<file path="config.mk">
export PLATFORM = sky130hd
export DESIGN_NAME = ssw_supervisor
export DESIGN_NICKNAME = d
export VERILOG_FILES = /design/src/design/ssw_pkg.sv /design/src/design/ssw_sync_if.sv /design/src/design/ssw_sync.sv /design/src/design/ssw_cycle_timer.sv /design/src/design/ssw_supervisor.sv
export SDC_FILE = /design/constraint.sdc
export NUM_CORES = 1
export LEC_CHECK = 0
export BUFFER_PORTS_ARGS = -buffer_cell sky130_fd_sc_hd__buf_2
export CELL_PAD_IN_SITES_DETAIL_PLACEMENT = 1
export CELL_PAD_IN_SITES_GLOBAL_PLACEMENT = 2
export CORE_MARGIN = 4
export CORE_UTILIZATION = 43
export CTS_CLUSTER_SIZE = 8
export DETAILED_ROUTE_END_ITERATION = 12
export PLACE_DENSITY_LB_ADDON = 0.1
export SKIP_LAST_GASP = 1
export SLEW_MARGIN = 20
export SYNTH_ARGS = -nofsm -noshare
export SYNTH_HDL_FRONTEND = slang
export SYNTH_HIERARCHICAL = 1
export SYNTH_SLANG_ARGS = --single-unit
</file>
<file path="constraint.sdc">
create_clock -name clk -period 5 [get_ports clk]
set_input_delay 0.75 -clock clk [delete_from_list [all_inputs] [get_ports clk]]
set_output_delay 0.75 -clock clk [all_outputs]
set_load 0.005 [all_outputs]
</file>
<file path="src/design/ssw_pkg.sv">
// shared constants of the supply supervisor and watchdog
// assumes a single 100 MHz clock; all durations count its cycles
package ssw_pkg;

    // clock rate
    localparam int unsigned CLK_HZ = 100_000_000;
    localparam int unsigned CLK_PERIOD_NS = 10;

    // reset pulse length, nominal figure in milliseconds
    localparam int unsigned RESET_PULSE_LEN_MS = 300;
    localparam int unsigned RESET_PULSE_LEN_CYCLES = RESET_PULSE_LEN_MS * (CLK_HZ / 1000);

    // watchdog period, nominal figure in milliseconds
    localparam int unsigned WDOG_PERIOD_MS = 1600;
    localparam int unsigned WDOG_PERIOD_CYCLES = WDOG_PERIOD_MS * (CLK_HZ / 1000);

    // shortest kick level the host may hold, in nanoseconds (least time rounds up)
    localparam int unsigned KICK_MIN_NS = 50;
    localparam int unsigned KICK_MIN_CYCLES =
        (KICK_MIN_NS + CLK_PERIOD_NS - 1) / CLK_PERIOD_NS;

    // synchroniser depth and values taken under reset (safe side: in reset)
    localparam int unsigned SYNC_STAGES = 2;
    localparam logic RST_SUPPLY_LOW = 1'b1;
    localparam logic RST_MANUAL_N = 1'b1;
    localparam logic RST_KICK = 1'b0;
    localparam logic RST_KICK_FLOAT = 1'b1;
    localparam logic RST_AUX_OK = 1'b1;

    // supervisor states, one-hot
    typedef enum logic [2:0] {
        ST_HOLD = 3'h1,
        ST_PULSE = 3'h2,
        ST_RUN = 3'h4
    } ssw_state_type;

endpackage

</file>
<file path="src/design/ssw_sync_if.sv">
// carrier for the synchronised supervisor inputs
// driven by the synchroniser, read by the supervisor core
`timescale 1ns/10ps
interface ssw_sync_if;
    logic supply_low;
    logic manual_n;
    logic kick;
    logic kick_float;
    logic aux_ok;

    modport src (
        output supply_low,
        output manual_n,
        output kick,
        output kick_float,
        output aux_ok
    );

    modport dst (
        input supply_low,
        input manual_n,
        input kick,
        input kick_float,
        input aux_ok
    );
endinterface

</file>
<file path="src/design/ssw_sync.sv">
// two-stage synchronisers for all pin inputs of the supervisor
// assumes pins are asynchronous to clk; outputs land on the carrier
`timescale 1ns/10ps
module ssw_sync (
    // clock, reset, enable
    input wire logic clk,
    input wire logic rst_b,
    input wire logic clk_en,
    // raw pins
    input wire logic supply_low_in,
    input wire logic manual_reset_n,
    input wire logic wdog_kick_in,
    input wire logic wdog_kick_float,
    input wire logic aux_monitor_in,
    // synchronised levels
    ssw_sync_if.src sync
);

    localparam logic [4:0] RST_VEC = {ssw_pkg::RST_SUPPLY_LOW, ssw_pkg::RST_MANUAL_N,
        ssw_pkg::RST_KICK, ssw_pkg::RST_KICK_FLOAT, ssw_pkg::RST_AUX_OK};

    logic [4:0] meta;
    logic [4:0] stable;

    // first stage feeds only the second stage
    always_ff @(posedge clk) begin
        if (!rst_b) begin
            meta <= RST_VEC;
            stable <= RST_VEC;
        end else if (clk_en) begin
            meta <= {supply_low_in, manual_reset_n, wdog_kick_in, wdog_kick_float,
                aux_monitor_in};
            stable <= meta;
        end
    end

    assign sync.supply_low = stable[4];
    assign sync.manual_n = stable[3];
    assign sync.kick = stable[2];
    assign sync.kick_float = stable[1];
    assign sync.aux_ok = stable[0];

endmodule

</file>
<file path="src/design/ssw_cycle_timer.sv">
// cycle counter that flags the last cycle of a fixed span
// assumes clear and run come from logic on the same clock
`timescale 1ns/10ps
module ssw_cycle_timer #(
    parameter int unsigned LIMIT = 16
) (
    // clock, reset, enable
    input wire logic clk,
    input wire logic rst_b,
    input wire logic clk_en,
    // control
    input wire logic clear,
    input wire logic run,
    // status
    output logic done
);

    localparam int unsigned CW = (LIMIT > 1) ? $clog2(LIMIT) : 1;
    localparam logic [CW-1:0] LAST = CW'(LIMIT - 1);

    logic [CW-1:0] count;

    // done marks the cycle in which the span completes
    assign done = run && !clear && (count == LAST);

    // clear beats run so a restart is always a full span
    always_ff @(posedge clk) begin
        if (!rst_b) begin
            count <= '0;
        end else if (clk_en) begin
            if (clear || done) begin
                count <= '0;
            end else if (run) begin
                count <= count + CW'(1);
            end
        end
    end

endmodule

</file>
<file path="src/design/ssw_supervisor.sv">
// supply supervisor: reset pulse generator, watchdog, auxiliary fail flag
// assumes comparator results arrive as digital pin levels, asynchronous to clk
`timescale 1ns/10ps

module ssw_supervisor #(
    parameter int unsigned RESET_PULSE_CYCLES = ssw_pkg::RESET_PULSE_LEN_CYCLES,
    parameter int unsigned WDOG_CYCLES = ssw_pkg::WDOG_PERIOD_CYCLES
) (
    // clock, reset, enable
    input wire logic clk,
    input wire logic rst_b,
    input wire logic clk_en,
    // supply and manual reset
    input wire logic supply_low_in,
    input wire logic manual_reset_n,
    // watchdog kick from the host
    input wire logic wdog_kick_in,
    input wire logic wdog_kick_float,
    // auxiliary comparator, high while above reference
    input wire logic aux_monitor_in,
    // outputs to the host
    output logic reset_out_n,
    output logic wdog_expired_n,
    output logic aux_fail_n
);

    ssw_sync_if sync ();

    ssw_pkg::ssw_state_type state;
    ssw_pkg::ssw_state_type next_state;

    logic hold_req;
    logic in_reset;
    logic pulse_done;
    logic kick_prev;
    logic kick_edge;
    logic wdog_armed;
    logic wdog_clear;
    logic wdog_run;
    logic wdog_done;
    logic expired;

    // every pin passes two flops before use
    ssw_sync u_sync (
        .clk(clk),
        .rst_b(rst_b),
        .clk_en(clk_en),
        .supply_low_in(supply_low_in),
        .manual_reset_n(manual_reset_n),
        .wdog_kick_in(wdog_kick_in),
        .wdog_kick_float(wdog_kick_float),
        .aux_monitor_in(aux_monitor_in),
        .sync(sync.src)
    );

    // conditions that hold reset low with no time limit
    assign hold_req = sync.supply_low || !sync.manual_n;

    // reset is active outside the run state only; no watchdog term here
    assign in_reset = (state != ssw_pkg::ST_RUN);

    // reset pulse length timer, cleared whenever a hold condition returns
    ssw_cycle_timer #(
        .LIMIT(RESET_PULSE_CYCLES)
    ) u_pulse (
        .clk(clk),
        .rst_b(rst_b),
        .clk_en(clk_en),
        .clear(state != ssw_pkg::ST_PULSE),
        .run(state == ssw_pkg::ST_PULSE),
        .done(pulse_done)
    );

    // supervisor state transitions
    always_comb begin
        next_state = state;
        unique case (state)
            ssw_pkg::ST_HOLD: begin
                // release of supply or manual reset starts the pulse
                if (!hold_req) begin
                    next_state = ssw_pkg::ST_PULSE;
                end
            end
            ssw_pkg::ST_PULSE: begin
                // a new hold restarts the whole pulse later, never shortens it
                if (hold_req) begin
                    next_state = ssw_pkg::ST_HOLD;
                end else if (pulse_done) begin
                    next_state = ssw_pkg::ST_RUN;
                end
            end
            ssw_pkg::ST_RUN: begin
                if (hold_req) begin
                    next_state = ssw_pkg::ST_HOLD;
                end
            end
            default: begin
                next_state = ssw_pkg::ST_HOLD;
            end
        endcase
    end

    // state register; power-on looks like a supply-low hold
    always_ff @(posedge clk) begin
        if (!rst_b) begin
            state <= ssw_pkg::ST_HOLD;
        end else if (clk_en) begin
            state <= next_state;
        end
    end

    // reset output follows the next state so it leaves with the pulse end
    always_ff @(posedge clk) begin
        if (!rst_b) begin
            reset_out_n <= 1'b0;
        end else if (clk_en) begin
            reset_out_n <= (next_state == ssw_pkg::ST_RUN);
        end
    end

    // kick edge detect on the synchronised level, both directions count
    assign kick_edge = (sync.kick != kick_prev) && !sync.kick_float;

    // last sampled kick level; tracks during float so release gives no false edge
    always_ff @(posedge clk) begin
        if (!rst_b) begin
            kick_prev <= ssw_pkg::RST_KICK;
        end else if (clk_en) begin
            kick_prev <= sync.kick;
        end
    end

    // watchdog stays idle until the first edge after reset
    always_ff @(posedge clk) begin
        if (!rst_b) begin
            wdog_armed <= 1'b0;
        end else if (clk_en) begin
            if (in_reset || sync.kick_float) begin
                wdog_armed <= 1'b0;
            end else if (kick_edge) begin
                wdog_armed <= 1'b1;
            end
        end
    end

    // any edge, active reset or float clears the count
    assign wdog_clear = in_reset || sync.kick_float || kick_edge;
    // counting stops once expired; the next edge restarts a full period
    assign wdog_run = wdog_armed && !expired;

    ssw_cycle_timer #(
        .LIMIT(WDOG_CYCLES)
    ) u_wdog (
        .clk(clk),
        .rst_b(rst_b),
        .clk_en(clk_en),
        .clear(wdog_clear),
        .run(wdog_run),
        .done(wdog_done)
    );

    // sticky timeout flag; kick edge clears it, and an edge in the last count cycle masks wdog_done so the edge wins
    always_ff @(posedge clk) begin
        if (!rst_b) begin
            expired <= 1'b0;
        end else if (clk_en) begin
            if (in_reset || sync.kick_float) begin
                expired <= 1'b0;
            end else if (wdog_done) begin
                expired <= 1'b1;
            end else if (kick_edge) begin
                expired <= 1'b0;
            end
        end
    end

    // watchdog output: supply low forces it, no minimum low time applies
    always_ff @(posedge clk) begin
        if (!rst_b) begin
            wdog_expired_n <= 1'b0;
        end else if (clk_en) begin
            wdog_expired_n <= !(sync.supply_low || expired);
        end
    end

    // auxiliary fail mirrors the comparator with no filtering
    always_ff @(posedge clk) begin
        if (!rst_b) begin
            aux_fail_n <= ssw_pkg::RST_AUX_OK;
        end else if (clk_en) begin
            aux_fail_n <= sync.aux_ok;
        end
    end

endmodule

</file>
Yosys cells after proc, flatten, opt, wreduce, memory -nomap -nowiden
Index checks and enable logic that the tools add are counted.
Widths: inputs -> output; s select.
- add/sub/neg operators: 2
- equal/unequal tests: 9
- multiplexer cells: 14
- reduce and logical (&&, ||, !) cells: 26
- operators with widths (kind ; number):
    $mux 28 ; 2
    $mux 25 ; 2
    $add 28x1->28 const B ; 1
    $eq 28x28->1 const B ; 1
    $add 25x1->25 const B ; 1
    $eq 25x25->1 const B ; 1
    $mux 3 ; 4
    $pmux 3 s3 ; 1
    $reduce_and 2->1 ; 4
    $eq 3x3->1 const B ; 2
    $logic_and 1x1->1 ; 6
    $logic_not 1->1 ; 6
    $logic_or 1x1->1 ; 6
    $reduce_bool 2->1 ; 3
    $mux 1 ; 5
    $eq 3x1->1 const B ; 1
    $eq 3x2->1 const B ; 1
    $ne 3x2->1 const B ; 1
    $ne 3x3->1 const B ; 1
    $reduce_bool 3->1 ; 1
    $ne 1x1->1 ; 1
- register bits after elaboration: 72
- output and inout bits: 3
- logic and storage cells: 62

Longest topological paths before layout
- depth in word-level cells: 9
- mapped depth: 8

Cells and area by module
The synthesis kept the hierarchy.
- by module, submodules not included (module ; instances ; cells each ; area each (um^2) ; seq. area each (um^2)):
    ssw_cycle_timer at u_wdog ; 1 ; 168 ; 1530.2 ; 560.5
    ssw_cycle_timer at u_pulse ; 1 ; 152 ; 1491.4 ; 500.5
    ssw_supervisor ; 1 ; 49 ; 441.7 ; 180.2
    ssw_sync ; 1 ; 32 ; 357.8 ; 200.2

Least setup slack after synthesis
Ideal clock, no wire load.
- kind: register to register
- from: register state[2]
- to: register u_wdog.count[10]
- setup time: 0.138 ns
- arrival time: 2.398 ns
- required time: 4.862 ns
- setup slack: 2.464 ns
- cell stages (with the launch flop): 8
- buffers on the path: 1
- period minus slack after synthesis: 2.536 ns
- cell sequence: dfxtp_1 -> nor4b_1 -> nand2_1 -> nor4bb_1 -> nand4_1 -> o31ai_2 -> clkbuf_1 -> a211oi_1
- word-level cells in the longest chain between the ends: 9
- elaborated cells between the ends (all ways): 10
- ends and longest elaborated chain (what ; line ; text):
    from (decl) ; ssw_supervisor.sv:29 ; ssw_pkg::ssw_state_type state;
    from (signal assigned) ; ssw_supervisor.sv:106 ; state <= ssw_pkg::ST_HOLD;
    from (signal assigned) ; ssw_supervisor.sv:108 ; state <= next_state;
    $ne 3x3->1 * ; ssw_supervisor.sv:60 ; assign in_reset = (state != ssw_pkg::ST_RUN);
    $logic_or 1x1->1 * (2 in a row) ; ssw_supervisor.sv:147 ; assign wdog_clear = in_reset || sync.kick_float || kick_edge;
    via wdog_clear ; ssw_supervisor.sv:38 ; logic wdog_clear;
    $logic_not 1->1 ; ssw_cycle_timer.sv:24 ; assign done = run && !clear && (count == LAST);
    $logic_and 1x1->1 (2 in a row) ; ssw_cycle_timer.sv:24 ;
    $logic_or 1x1->1 * ; ssw_cycle_timer.sv:31 ; if (clear || done) begin
    $reduce_bool 2->1 (no line) ; - ;
    $reduce_and 2->1 (no line) ; - ;
    to (signal assigned) ; ssw_cycle_timer.sv:34 ; count <= count + CW'(1);
    to (decl) ; ssw_cycle_timer.sv:21 ; logic [CW-1:0] count;
The timed path passes the listed nets; every way through them passes the cells marked *.
A chain may end at the register's enable or synchronous reset.

Final worst setup path
- from: register state[2]
- to: register u_wdog.count[18]
The elaborated chain is that of the path after synthesis.

==> out/results.tsv <==
stage	metric	value	unit
route	DRT iter0 DRCs	95	
clock_network	Clock Latency Late Sink	0.35	ns
global_routing	Overflow after GRT	0	
yosys	Seq/Total Area, Yosys	37.7	%
finish	area grow syn2layout	7.01	%
global_routing	gr usage total	18.9	%
power_and_ir_drop	Static Leak	1.23	nW
floorplan	standard-cell rows	34	
yosys	Netlist Area Pre-Place	3820	µm²
placed_design	Post-DP HPWL	5970	µm
sta	fmax	319	MHz
sta	Final Max Tran Viols	0	
sta	unrepaired setup endpoints after global routing	no	
yosys	count of different cell masters after synthesis	64	
clock_network	Post-CTS Resized	0	
critical_path	worst path arrival time	3.33	ns
route	top layer in use	met4	
finish	layout cells sized above 1	14.8	%
floorplan	Initial Utilization	44.0	%
placed_design	number of port buffers	10	
clock_network	Sink Count	72	
yosys	#FFs+latches synth	72	
critical_path	worst endpoint required time	5.19	ns
floorplan	Die Y-Extent	102	µm
sta	period utilization	62.6	%
yosys	synthesized net count	411	
critical_path	crit end category	register	
yosys	EDFF count, synth	0	
critical_path	crit path kind	reg2reg	
run	max cap viols	0	
clock_network	Setup Buffers After CTS	0	
sta	Final setup viols	0	
yosys	share of the synthesized area in the top cell type	37.7	%
route	final WL	9040	µm
clock_network	Clock transition at path regs	0.08	ns
finish	Final #Nets	411	
floorplan	die width	102	µm
placed_design	GPL Wtd Cong	0.731	
floorplan	Ports	11	
global_routing	vias in the first global route	3214	
yosys	Syn Area/Cell	9.53	µm²
route	WL met3	169	µm
power_and_ir_drop	Power Density	270	nW/µm²
critical_path	Critical Path Source Type	register	
floorplan	total die area	10500	µm²
route	Pre-antenna DRT Iters	4	
global_routing	initial antenna violation count	0	
yosys	Yosys top cell by area	dfxtp_1	
yosys	Yosys Warn Count	6	
yosys	main flop type after synthesis	dfxtp_1	
status	status	finished, final reports clean	
clock_network	hold_buf cts	0	
route	Vias/cell	6.21	
power_and_ir_drop	Peak VDD IR	0.141	mV
critical_path	Crit Path Max Fanout	18	
worst_hold_path	Hold/Removal Path Class	reg2reg	
sta	Worst-Margin Slew	0.964	ns
route	vias after detailed routing	3194	
finish	commonest cells after routing, fill and taps aside	72 x dfxtp_1, 38 x nand2_1, 19 x nand3_1, 19 x a211oi_1, 19 x a221oi_1	
floorplan	total core area	8680	µm²
clock_network	clock root cell	clkbuf_8	
sta	Layout Skew	0.00485	ns
clock_network	H-tree Lvls	3	
sta	Setup Total Neg Slack	0	ns
yosys	post-synthesis async set-or-reset flop share	0	%
route	routed wl met2	4070	µm
route	Routed Antenna Nets	0	
finish	antenna fix cells	0	
yosys	top post-synthesis cells by area	dfxtp_1 38%, a221oi_2 4.7%, a221oi_1 4.4%	
global_routing	first-pass GRT wire length	15800	µm
sta	Rel. slew slack	35.7	%
yosys	Synth Instances	401	
clock_network	CTS tree	yes	
route	drt wl/cell	17.6	µm
finish	commonest non-fill, non-tap cell in the layout	dfxtp_1	
finish	fin util	47.1	%
clock_network	CTS Buf Count	9	
sta	post-layout min period	3.13	ns
route	wl on met1	4620	µm
clock_network	clock buffer depth	2	
sta	final hold vios	0	
route	drt drc	0	
global_routing	largest net degree at the start of global routing	29	
==> stage by stage <==
stage	hold WS (ns)	cell area [µm²]	total power, W	worst slack [ns]	cells
global placement	0.442	3880	0.000639	1.60	498
finish	0.460	4090	0.00110	1.87	514
floorplan	0.441	3820	0.000628	2.46	401
detailed placement	0.451	3880	0.000640	1.54	498
global route	0.495	4090	0.00116	1.51	514
CTS	0.470	4090	0.00112	1.79	514
==> sequential cells by signal, indices dropped and copies added (netlist names) <==
register        cells
u_pulse/count      25
wdog_expired_n      1
aux_fail_n          1
u_sync/meta         5
reset_out_n         1
state               3
wdog_armed          1
u_sync/stable       5
expired             1
u_wdog/count       28
kick_prev           1
==> layout make-up <==
class                           instances  area (µm²)
Inverter                               12        45.0
Sequential cell                        72        1440
Timing Repair Buffer                   14        80.1
Clock buffer                           11         151
Fill cell                            1005        4590
Multi-Input combinational cell        292        2180
Tap cell                              108         135
Clock inverter                          5        55.1
==> cells by family (layout without fill, tap and decap cells) <==
family                   after synthesis  after routing  synth area share (%)
flip-flops                            72             72                  37.7
XOR/XNOR                              21             21                  4.81
AND/OR/NAND/NOR                      155            155                  25.8
buffers and inverters                 37             42                  5.44
adder cells (fa/ha/maj)                2              2                 0.655
multiplexers                          12             12                  3.14
AO/OA/AOI/OAI                        102            102                  22.4
==> cell usage after synthesis (all sizes together), types with 2 or more instances <==
| cell type | count |
|---|---|
| dfxtp | 72 |
| nand2 | 39 |
| a221oi | 31 |
| a211oi | 19 |
| nand3 | 19 |
| o31ai | 19 |
| or4 | 19 |
| o21ai | 17 |
| clkbuf | 14 |
| xor2 | 13 |
| mux2i | 12 |
| inv | 11 |
| nand4 | 11 |
| buf | 10 |
| or3 | 10 |
| nor4b | 8 |
| xnor2 | 8 |
| and3 | 7 |
| nor2 | 7 |
| and4 | 5 |
| nor2b | 5 |
| and2 | 4 |
| nor4bb | 4 |
| a21oi | 3 |
| nand4bb | 3 |
| nor3 | 3 |
| ha | 2 |
| nand3b | 2 |
| nor4 | 2 |
| o2111a | 2 |
| o21a | 2 |
| or2 | 2 |
==> critical path, cell delays in order (launching register included) <==
cell and delay (ns):
dfxtp_1 0.43, nor4b_1 0.59, nand2_1 0.28, nor4bb_1 0.34
nand4_1 0.22, o31ai_4 0.62, buf_4 0.36, a221oi_1 0.12
==> routing by layer <==
layer	vias up	GRT usage (%)
li1	1580	-
met1	1567	26.3
met2	31	29.3
met3	16	2.87
met4	0	7.77
met5	-	0
==> power breakdown <==
group	internal (W)	switching, W	leakage [nW]
Combinational	0.0000132	0.0000303	0.549
Clock	0.000256	0.000223	0.101
Sequential	0.000578	0.00000372	0.582
Total	0.000847	0.000257	1.23
==> worst paths after layout <==
kind | start | end | slack [ns] | cells past startpoint
setup reg to reg | state[2]$_SDFFE_PN0P_ | u_wdog/count[18]$_SDFFE_PN0P_ | 1.87 | 7
hold / removal | reset_out_n$_SDFFE_PN0P_ | reset_out_n$_SDFFE_PN0P_ | 0.46 | 2
setup / recovery | state[2]$_SDFFE_PN0P_ | u_wdog/count[18]$_SDFFE_PN0P_ | 1.87 | 7
hold reg to reg | reset_out_n$_SDFFE_PN0P_ | reset_out_n$_SDFFE_PN0P_ | 0.46 | 2
No activity file was read; power rests on OpenSTA's default activity.
